<file path="src/inc/cbms_defs.svh">
// Purpose: constants of the boot mode selector
// Assumes: 200 MHz reference clock
// Notes:   parameter selectors are local numbering
`ifndef CBMS_DEFS_SVH
`define CBMS_DEFS_SVH
`define CBMS_IF_ANALOG      8'h00
`define CBMS_IF_CAN         8'h01
`define CBMS_IF_NONE        8'h02
`define CBMS_CNT_ZERO       8'h00
`define CBMS_CNT_INV        8'hFF
`define CBMS_SEL_NEU_UP     3'h0
`define CBMS_SEL_SPREAD     3'h1
`define CBMS_SEL_NEU_LO     3'h2
`define CBMS_SEL_DB_UP      3'h3
`define CBMS_SEL_DB_LO      3'h4
`define CBMS_SEL_TIMEOUT    3'h5
`define CBMS_SEL_SETPT      3'h6
`define CBMS_RST_NEU_UP     16'h1194
`define CBMS_RST_SPREAD     16'h0000
`define CBMS_RST_NEU_LO     16'h01F4
`define CBMS_RST_DB_UP      16'h012C
`define CBMS_RST_DB_LO      16'h0000
`define CBMS_RST_TIMEOUT    8'h14
`define CBMS_RST_SETPT      16'h007D
`define CBMS_MAX_MV         16'h1388
`define CBMS_MAX_SPREAD     16'h09C4
`define CBMS_MAX_DB         16'h012C
`define CBMS_MIN_TIMEOUT    8'h01
`define CBMS_MAX_TIMEOUT    8'h3C
`define CBMS_MIN_SETPT      16'h0032
`define CBMS_MAX_SETPT      16'h012C
`define CBMS_FULL_SCALE     1000
`define CBMS_SECOND_NS      1000000000
`define CBMS_CLK_NS         5
`endif

</file>
<file path="src/inc/cbms_pkg.sv">
// Purpose: types of the boot mode selector
// Assumes: nothing
// Notes:   one-hot codes
`default_nettype none
package cbms_pkg;
    typedef enum logic [3:0] {
        MODE_ANGLE_CAL = 4'h1,
        MODE_JOY_CAL   = 4'h2,
        MODE_SPOOL_CAL = 4'h4,
        MODE_NORMAL    = 4'h8
    } cbms_mode_t;
    typedef enum logic [3:0] {
        SP_IDLE  = 4'h1,
        SP_ARMED = 4'h2,
        SP_SWEEP = 4'h4,
        SP_DONE  = 4'h8
    } cbms_spool_t;
endpackage : cbms_pkg
`default_nettype wire

</file>
<file path="src/logic/cbms_boot_mode_select.sv">
// Purpose: boot mode choice and auto-calibration checks
// Assumes: stored counters are stable at reset release
// Notes:   all inputs come from logic on ref_clk
// Overview of operation
// - Analogue type, counter pair 0/255: angle cal
// - CAN type, CAN pair 0/255: angle cal
// - CAN, no CAN cal, joystick pair: joystick cal
// - No sensor, joystick pair: joystick cal
// - Analogue/CAN, nothing above, spool pair: spool cal
// - Otherwise boot into normal operation
// - Angle cal captures three points, scales permille
// - Joystick cal captures three points, scales permille
// - Spool dead-band from timed left-right sweep
// - Neutral upper limit mV, 0..5000, 4500
// - Minimum spread mV, 0..2500, default 0
// - Neutral lower limit mV, 0..5000, 500
// - Dead-band edges within min 0, max 300
// - Spool start within timeout 1..60, 20
// - Spool sweep starts at set-point 50..300, 125
// - Interface type: 0 analogue, 1 CAN, 2 none
// - Neutral outside limits reports calibration error
`include "cbms_defs.svh"
`default_nettype none
module cbms_boot_mode_select
    import cbms_pkg::*;
#(
    parameter int TICK_CYCLES = `CBMS_SECOND_NS / `CBMS_CLK_NS
) (
    input  wire logic               ref_clk,
    input  wire logic               rst,
    input  wire logic [7:0]         sensor_interface_type,
    input  wire logic [7:0]         analog_angle_cal_counter,
    input  wire logic [7:0]         analog_angle_cal_counter_inv,
    input  wire logic [7:0]         can_angle_cal_counter,
    input  wire logic [7:0]         can_angle_cal_counter_inv,
    input  wire logic [7:0]         joystick_cal_counter,
    input  wire logic [7:0]         joystick_cal_counter_inv,
    input  wire logic [7:0]         spool_cal_counter,
    input  wire logic [7:0]         spool_cal_counter_inv,
    input  wire logic               paramWrEn,
    input  wire logic [2:0]         paramSel,
    input  wire logic [15:0]        paramWrData,
    output logic                    paramWrRefused,
    output logic [15:0]             paramRdData,
    input  wire logic [15:0]        sensorMv,
    input  wire logic               captureLeft,
    input  wire logic               captureRight,
    input  wire logic               captureNeutral,
    input  wire logic               motionStopped,
    input  wire logic               startRequest,
    input  wire logic               sweepBegin,
    input  wire logic               sweepEnd,
    input  wire logic signed [15:0] measuredEdge,
    output cbms_mode_t              bootMode,
    output logic                    bootDone,
    output logic                    calDone,
    output logic                    errNeutral,
    output logic                    errSpread,
    output logic signed [15:0]      positionPermille,
    output cbms_spool_t             spoolState,
    output logic [15:0]             spoolSetpoint,
    output logic [31:0]             sweepCycles,
    output logic signed [15:0]      deadbandEdge,
    output logic                    errDeadband,
    output logic                    errTimeout
);
    if (TICK_CYCLES < 1) $error("TICK_CYCLES must be at least 1");

    // ==========================================================
    // Parameter store
    logic [15:0] neutral_capture_upper_mv;
    logic [15:0] capture_min_spread_mv;
    logic [15:0] neutral_capture_lower_mv;
    logic [15:0] deadband_edge_upper;
    logic [15:0] deadband_edge_lower;
    logic [7:0]  spool_cal_start_timeout;
    logic [15:0] spool_cal_initial_setpoint;
    logic        inRange;

    always_comb begin
        unique case (paramSel)
            `CBMS_SEL_NEU_UP:  inRange = paramWrData <= `CBMS_MAX_MV;
            `CBMS_SEL_SPREAD:  inRange = paramWrData <= `CBMS_MAX_SPREAD;
            `CBMS_SEL_NEU_LO:  inRange = paramWrData <= `CBMS_MAX_MV;
            `CBMS_SEL_DB_UP,
            `CBMS_SEL_DB_LO:   inRange = paramWrData <= `CBMS_MAX_DB;
            `CBMS_SEL_TIMEOUT: inRange = paramWrData[15:8] == 8'h00
                                  && paramWrData[7:0] >= `CBMS_MIN_TIMEOUT
                                  && paramWrData[7:0] <= `CBMS_MAX_TIMEOUT;
            `CBMS_SEL_SETPT:   inRange = paramWrData >= `CBMS_MIN_SETPT
                                  && paramWrData <= `CBMS_MAX_SETPT;
            default:           inRange = 1'b0;
        endcase
    end

    assign paramWrRefused = paramWrEn && !inRange;
    always_ff @(posedge ref_clk or posedge rst) begin
        if (rst) begin
            neutral_capture_upper_mv   <= `CBMS_RST_NEU_UP;
            capture_min_spread_mv      <= `CBMS_RST_SPREAD;
            neutral_capture_lower_mv   <= `CBMS_RST_NEU_LO;
            deadband_edge_upper        <= `CBMS_RST_DB_UP;
            deadband_edge_lower        <= `CBMS_RST_DB_LO;
            spool_cal_start_timeout    <= `CBMS_RST_TIMEOUT;
            spool_cal_initial_setpoint <= `CBMS_RST_SETPT;
        end else if (paramWrEn && inRange) begin
            unique case (paramSel)
                `CBMS_SEL_NEU_UP:  neutral_capture_upper_mv   <= paramWrData;
                `CBMS_SEL_SPREAD:  capture_min_spread_mv      <= paramWrData;
                `CBMS_SEL_NEU_LO:  neutral_capture_lower_mv   <= paramWrData;
                `CBMS_SEL_DB_UP:   deadband_edge_upper        <= paramWrData;
                `CBMS_SEL_DB_LO:   deadband_edge_lower        <= paramWrData;
                `CBMS_SEL_TIMEOUT: spool_cal_start_timeout    <= paramWrData[7:0];
                default:           spool_cal_initial_setpoint <= paramWrData;
            endcase
        end
    end

    always_ff @(posedge ref_clk or posedge rst) begin
        if (rst) begin
            paramRdData <= 16'h0000;
        end else begin
            unique case (paramSel)
                `CBMS_SEL_NEU_UP:  paramRdData <= neutral_capture_upper_mv;
                `CBMS_SEL_SPREAD:  paramRdData <= capture_min_spread_mv;
                `CBMS_SEL_NEU_LO:  paramRdData <= neutral_capture_lower_mv;
                `CBMS_SEL_DB_UP:   paramRdData <= deadband_edge_upper;
                `CBMS_SEL_DB_LO:   paramRdData <= deadband_edge_lower;
                `CBMS_SEL_TIMEOUT: paramRdData <= {8'h00, spool_cal_start_timeout};
                `CBMS_SEL_SETPT:   paramRdData <= spool_cal_initial_setpoint;
                default:           paramRdData <= 16'h0000;
            endcase
        end
    end

    // ==========================================================
    // Boot decision
    logic       isAnalog, isCan, isNone;
    logic       condA1, condB1, condA2, condB2, cond3;
    cbms_mode_t next_bootMode;

    assign isAnalog = sensor_interface_type == `CBMS_IF_ANALOG;
    assign isCan    = sensor_interface_type == `CBMS_IF_CAN;
    assign isNone   = sensor_interface_type == `CBMS_IF_NONE;
    assign condA1 = isAnalog && analog_angle_cal_counter == `CBMS_CNT_ZERO
                    && analog_angle_cal_counter_inv == `CBMS_CNT_INV;
    assign condB1 = isCan && can_angle_cal_counter == `CBMS_CNT_ZERO
                    && can_angle_cal_counter_inv == `CBMS_CNT_INV;
    assign condA2 = isCan && !condB1 && joystick_cal_counter == `CBMS_CNT_ZERO
                    && joystick_cal_counter_inv == `CBMS_CNT_INV;
    assign condB2 = isNone && joystick_cal_counter == `CBMS_CNT_ZERO
                    && joystick_cal_counter_inv == `CBMS_CNT_INV;
    assign cond3  = (isAnalog || isCan) && !condA1 && !condB1 && !condA2
                    && spool_cal_counter == `CBMS_CNT_ZERO
                    && spool_cal_counter_inv == `CBMS_CNT_INV;

    always_comb begin
        if (condA1 || condB1)      next_bootMode = MODE_ANGLE_CAL;
        else if (condA2 || condB2) next_bootMode = MODE_JOY_CAL;
        else if (cond3)            next_bootMode = MODE_SPOOL_CAL;
        else                       next_bootMode = MODE_NORMAL;
    end

    always_ff @(posedge ref_clk or posedge rst) begin
        if (rst) begin
            bootMode <= MODE_NORMAL;
            bootDone <= 1'b0;
        end else if (!bootDone) begin
            bootMode <= next_bootMode;
            bootDone <= 1'b1;
        end
    end

    // ==========================================================
    // Three-point analogue capture and scaling
    logic        capEnable;
    logic [15:0] capL, capR, capN;
    logic [2:0]  capHave;
    logic signed [31:0] diffS, spanR, spanL, spanUse, scaled;
    logic        spreadUp, spreadDown;

    assign capEnable = bootDone
        && (bootMode == MODE_ANGLE_CAL || bootMode == MODE_JOY_CAL);
    always_ff @(posedge ref_clk or posedge rst) begin
        if (rst) begin
            capL    <= 16'h0000;
            capR    <= 16'h0000;
            capN    <= 16'h0000;
            capHave <= 3'h0;
        end else if (capEnable) begin
            if (captureLeft) begin
                capL       <= sensorMv;
                capHave[0] <= 1'b1;
            end
            if (captureRight) begin
                capR       <= sensorMv;
                capHave[1] <= 1'b1;
            end
            if (captureNeutral) begin
                capN       <= sensorMv;
                capHave[2] <= 1'b1;
            end
        end
    end

    assign spanR = $signed({16'h0000, capR}) - $signed({16'h0000, capN});
    assign spanL = $signed({16'h0000, capN}) - $signed({16'h0000, capL});
    assign diffS = $signed({16'h0000, sensorMv}) - $signed({16'h0000, capN});
    assign spreadUp = spanR >= $signed({16'h0000, capture_min_spread_mv})
                      && spanL >= $signed({16'h0000, capture_min_spread_mv});
    assign spreadDown = -spanR >= $signed({16'h0000, capture_min_spread_mv})
                        && -spanL >= $signed({16'h0000, capture_min_spread_mv});

    always_comb begin
        // Half-range chosen by the side the reading lies on
        spanUse = ((diffS >= 0) == (spanR >= 0)) ? spanR : spanL;
        if (spanUse == 0) scaled = 32'sd0;
        else scaled = (diffS * `CBMS_FULL_SCALE) / spanUse;
        if (scaled > `CBMS_FULL_SCALE) scaled = `CBMS_FULL_SCALE;
        if (scaled < -`CBMS_FULL_SCALE) scaled = -`CBMS_FULL_SCALE;
    end

    always_ff @(posedge ref_clk or posedge rst) begin
        if (rst) begin
            calDone          <= 1'b0;
            errNeutral       <= 1'b0;
            errSpread        <= 1'b0;
            positionPermille <= 16'sh0000;
        end else begin
            calDone    <= capEnable && (&capHave);
            errNeutral <= capHave[2] && !(capN > neutral_capture_lower_mv
                          && capN < neutral_capture_upper_mv);
            errSpread  <= (&capHave) && !(spreadUp || spreadDown);
            if (capEnable && (&capHave))
                positionPermille <= scaled[15:0];
        end
    end

    // ==========================================================
    // Spool sweep sequencer
    logic [31:0] tickCnt;
    logic [7:0]  secCnt;
    logic        spoolEnable;
    logic        sweeping;
    logic [15:0] edgeMag;

    assign spoolEnable = bootDone && bootMode == MODE_SPOOL_CAL;
    assign edgeMag = measuredEdge[15] ? 16'(-measuredEdge) : measuredEdge;

    always_ff @(posedge ref_clk or posedge rst) begin
        if (rst) begin
            spoolState    <= SP_IDLE;
            tickCnt       <= 32'h0;
            secCnt        <= 8'h00;
            spoolSetpoint <= 16'h0000;
            errTimeout    <= 1'b0;
        end else begin
            unique case (spoolState)
                SP_IDLE: if (spoolEnable && motionStopped) begin
                    spoolState <= SP_ARMED;
                    tickCnt    <= 32'h0;
                    secCnt     <= 8'h00;
                    errTimeout <= 1'b0;
                end
                SP_ARMED: if (startRequest) begin
                    spoolState    <= SP_SWEEP;
                    spoolSetpoint <= spool_cal_initial_setpoint;
                end else if (tickCnt == 32'(TICK_CYCLES - 1)) begin
                    tickCnt <= 32'h0;
                    if (secCnt == spool_cal_start_timeout - 8'h01) begin
                        spoolState <= SP_IDLE;
                        errTimeout <= 1'b1;
                    end else begin
                        secCnt <= secCnt + 8'h01;
                    end
                end else begin
                    tickCnt <= tickCnt + 32'h1;
                end
                SP_SWEEP: if (sweepEnd && sweeping) begin
                    spoolState    <= SP_DONE;
                    spoolSetpoint <= 16'h0000;
                end
                SP_DONE: ;
            endcase
        end
    end

    always_ff @(posedge ref_clk or posedge rst) begin
        if (rst) begin
            sweeping     <= 1'b0;
            sweepCycles  <= 32'h0;
            deadbandEdge <= 16'sh0000;
            errDeadband  <= 1'b0;
        end else if (spoolState == SP_SWEEP) begin
            if (sweepBegin && !sweeping) begin
                sweeping    <= 1'b1;
                sweepCycles <= 32'h0;
            end else if (sweepEnd && sweeping) begin
                sweeping     <= 1'b0;
                deadbandEdge <= measuredEdge;
                errDeadband  <= edgeMag < deadband_edge_lower
                                || edgeMag > deadband_edge_upper;
            end else if (sweeping) begin
                sweepCycles <= sweepCycles + 32'h1;
            end
        end
    end
endmodule : cbms_boot_mode_select
`default_nettype wire

</file>
<file path="config.mk">
export PLATFORM = sky130hd
export DESIGN_NAME = cbms_boot_mode_select
export DESIGN_NICKNAME = d
export VERILOG_FILES = /design/src/inc/cbms_pkg.sv /design/src/logic/cbms_boot_mode_select.sv
export VERILOG_INCLUDE_DIRS = /design/src /design/src/inc
export SDC_FILE = /design/constraint.sdc
export NUM_CORES = 2
export LEC_CHECK = 0
export ABC_AREA = 1
export BUFFER_PORTS_ARGS = -buffer_cell sky130_fd_sc_hd__buf_4
export CORE_MARGIN = 2
export CORE_UTILIZATION = 50
export CTS_CLUSTER_DIAMETER = 40
export DETAILED_ROUTE_END_ITERATION = 10
export GPL_ROUTABILITY_DRIVEN = 0
export PLACE_DENSITY = 0.67
export SLEW_MARGIN = 20
export SYNTH_ARGS = -nofsm -noshare
export SYNTH_HDL_FRONTEND = slang
export SYNTH_SLANG_ARGS = --single-unit
export TNS_END_PERCENT = 100
</file>
<file path="constraint.sdc">
create_clock -name ref_clk -period 235.7 [get_ports ref_clk]
set_clock_uncertainty 0.2 [all_clocks]
set_input_delay 23.57 -clock ref_clk [delete_from_list [all_inputs] [get_ports ref_clk]]
set_output_delay 23.57 -clock ref_clk [all_outputs]
set_load 0.005 [all_outputs]
</file>
==> results.tsv <==
stage	metric	value	unit
synth	largest area contributor in the netlist	ha_1	
clock_network	CTS resizes	0	
synth	unique cell type count in the Yosys netlist	86	
clock_network	clk buf depth	3	
sta	Setup-failing EPs final	0	
clock_network	cell chosen for the clock root	clkbuf_16	
critical_path	Setup crit start kind	primary input	
floorplan	initial core utilization	50.4	%
routing	vias after detailed routing	51496	
synth	register area share after synthesis	15.0	%
floorplan	site row count	117	
floorplan	IO Pins	244	
cells_and_area	layout overhead on the synthesized area	9.24	%
critical_path	kind of critical path	primary input to flip-flop	
synth	mapped cell area	51300	um2
cells_and_area	layout cells sized above 1	7.66	%
clock_network	Post-CTS Setup Repair Bufs	0	
placement	I/O Buffers	243	
routing	post-route ant nets	0	
synth	Main synth FF type	dfrtp_1	
synth	syn_area_per_cell	6.53	um2
min_path	HP Class	flip-flop to flip-flop	
floorplan	Die ar.	105000	um2
routing	drt via density	5.40	
global_route	overall routing resource usage	28.5	%
critical_path	Critical Path Most Common Cell	nand2_1	
critical_path	Critical-path top delay cell	inv_1	
clock_network	H-tree levels	2	
critical_path	WP data arrival	124460	ps
critical_path	Worst EP required	236010	ps
global_route	GR Overflow Total	0	
job	MaxCap Viol Count	0	
routing	Iteration-0 DRC Markers	3639	
synth	Post-synth EDFFs	0	
clock_network	Clock transition at path regs	60	ps
synth	Synth Instances	7849	
critical_path	Largest stage delay, worst path	900	ps
global_route	initial antenna violation count	2	
clock_network	hold_buf cts	0	
sta	fin crit share	52.7	%
floorplan	Die H	324	um
sta	FMAX	0.00805	GHz
floorplan	Die Wd	324	um
floorplan	Placeable Area	102000	um2
synth	top cells by area, synth	ha_1, nand2_1, dfrtp_1	
clock_network	CTS tree	yes	
sta	RSZ-0062 raised after global routing	false	
cells_and_area	Final #Nets	9104	
synth	Ys Warns	0	
critical_path	CP max FO	38	
global_route	vias in the first global route	47600	
cells_and_area	ant diodes	0	
sta	count of final hold-check violations	0	
synth	asr flop ratio synth	100	%
global_route	global-route wire length before repair	244000	um
synth	most frequent cells after synthesis	nand2_1, inv_1, ha_1	
sta	setup tns final	0	ps
routing	DRT Pass-1 Iters	8	
synth	top-area cell type share of the netlist area	18.6	%
clock_network	worst-skew pair later-pin latency	590	ps
sta	measured slew at the worst slew-check pin	1200	ps
critical_path	Critical Path Sink Type	flip-flop	
sta	max_slew headroom	19.2	%
sta	final worst path period need	124150	ps
cells_and_area	largest registers	sweepCycles x32, tickCnt x32	
clock_network	clk sinks	306	
global_route	largest net degree at the start of global routing	111	
routing	routed length per instance	15.9	um
sta	max-slew violations	0	
routing	DRC viols	0	
synth	#FFs+latches synth	306	
clock_network	total CTS buffers	38	
placement	dpl hpwl	122000	um
synth	count leader, synth	nand2_1	
outcome	status	complete, no violations	
routing	final wirelength	152000	um
stage by stage:
stage / utilization, % / cell area, um2 / setup WS, ps / hold slack [ps] / instances
floorplan: - / 51700 / 132170 / 222 / 7974
global placement: 53.8 / 54800 / 115270 / 235 / 9477
detailed placement: 53.8 / 54800 / 112250 / 247 / 9477
CTS: 55.1 / 56000 / 112580 / 262 / 9544
global route: 55.1 / 56000 / 99130 / 275 / 9544
finish: 55.1 / 56000 / 111550 / 258 / 9544
routing by layer:
metal / GRT usage (%) / wire length, um / vias to the layer above
met5: 0 / 13 / -
met4: 8.91 / 5190 / 2
met3: 2.85 / 9440 / 294
met2: 48.1 / 69700 / 1460
met1: 38.4 / 67600 / 23545
li1: - / - / 26195
cells in the final DEF, fill, tap and decap left out, types with 21 or more instances in the layout:
master | synthesis | final
dfstp_2 | 25 | 25
o211ai_1 | 22 | 22
buf_4 | 37 | 283
a211oi_1 | 26 | 26
nor2_2 | 23 | 23
nor3_1 | 95 | 94
nor4_1 | 53 | 53
clkbuf_16 | 0 | 38
inv_1 | 1246 | 1244
nand2_1 | 2034 | 2033
dfrtp_1 | 281 | 281
o21ai_0 | 400 | 400
xnor2_1 | 211 | 211
or2_2 | 70 | 70
nand2_2 | 33 | 34
a21oi_1 | 569 | 568
fa_1 | 60 | 60
o31ai_1 | 21 | 21
a21o_1 | 56 | 56
xor2_1 | 290 | 288
nor2_1 | 448 | 448
ha_1 | 762 | 762
conb_1 | 2 | 127
o221ai_1 | 21 | 21
o21ai_1 | 113 | 113
inv_2 | 33 | 33
a221oi_1 | 25 | 25
o21bai_1 | 57 | 57
nand4_1 | 100 | 100
nand3_1 | 338 | 338
kinds of logic after synthesis:
kind of cell / share of synthesized area (%)
other: 0.0146
muxes: 0.220
DFF: 15.0
buffers and inverters: 11.2
adders and majority gates: 20.9
and+or+nand+nor: 27.5
xor gates and xnor gates: 8.56
AOI/OAI and AO/OA: 16.6
critical path, delay by kind of cell:
family                   cells  cell delay [ps]
adder cells (fa/ha/maj)     35            10940
AND/OR/NAND/NOR            277            33470
buffers and inverters       85            13180
AO/OA/AOI/OAI              237            42930
layout make-up:
type	count	area [um2]
Clock buffer	45	1010
Clock inverter	22	220
Fill cell	10153	45700
Inverter	1295	4870
Multi-Input combinational cell	6225	38400
Sequential cell	306	7690
Tap cell	1368	1710
Timing Repair Buffer	283	2120
final timing paths:
kind	start	to	slack [ps]	depth (start not counted)
setup / recovery	sensorMv[0]	positionPermille[0]	111550	634
hold / removal	capHave[0]	capHave[0]	260	2
setup reg to reg	capN[1]	positionPermille[0]	134010	632
hold reg to reg	capHave[0]	capHave[0]	260	2
max in group asynchronous	rst	positionPermille[10]	210870	3
min in group asynchronous	rst	deadbandEdge[7]	22930	2
Power is not shown: default switching activity piles up to over one toggle a cycle in this logic, so the estimate is an artifact.
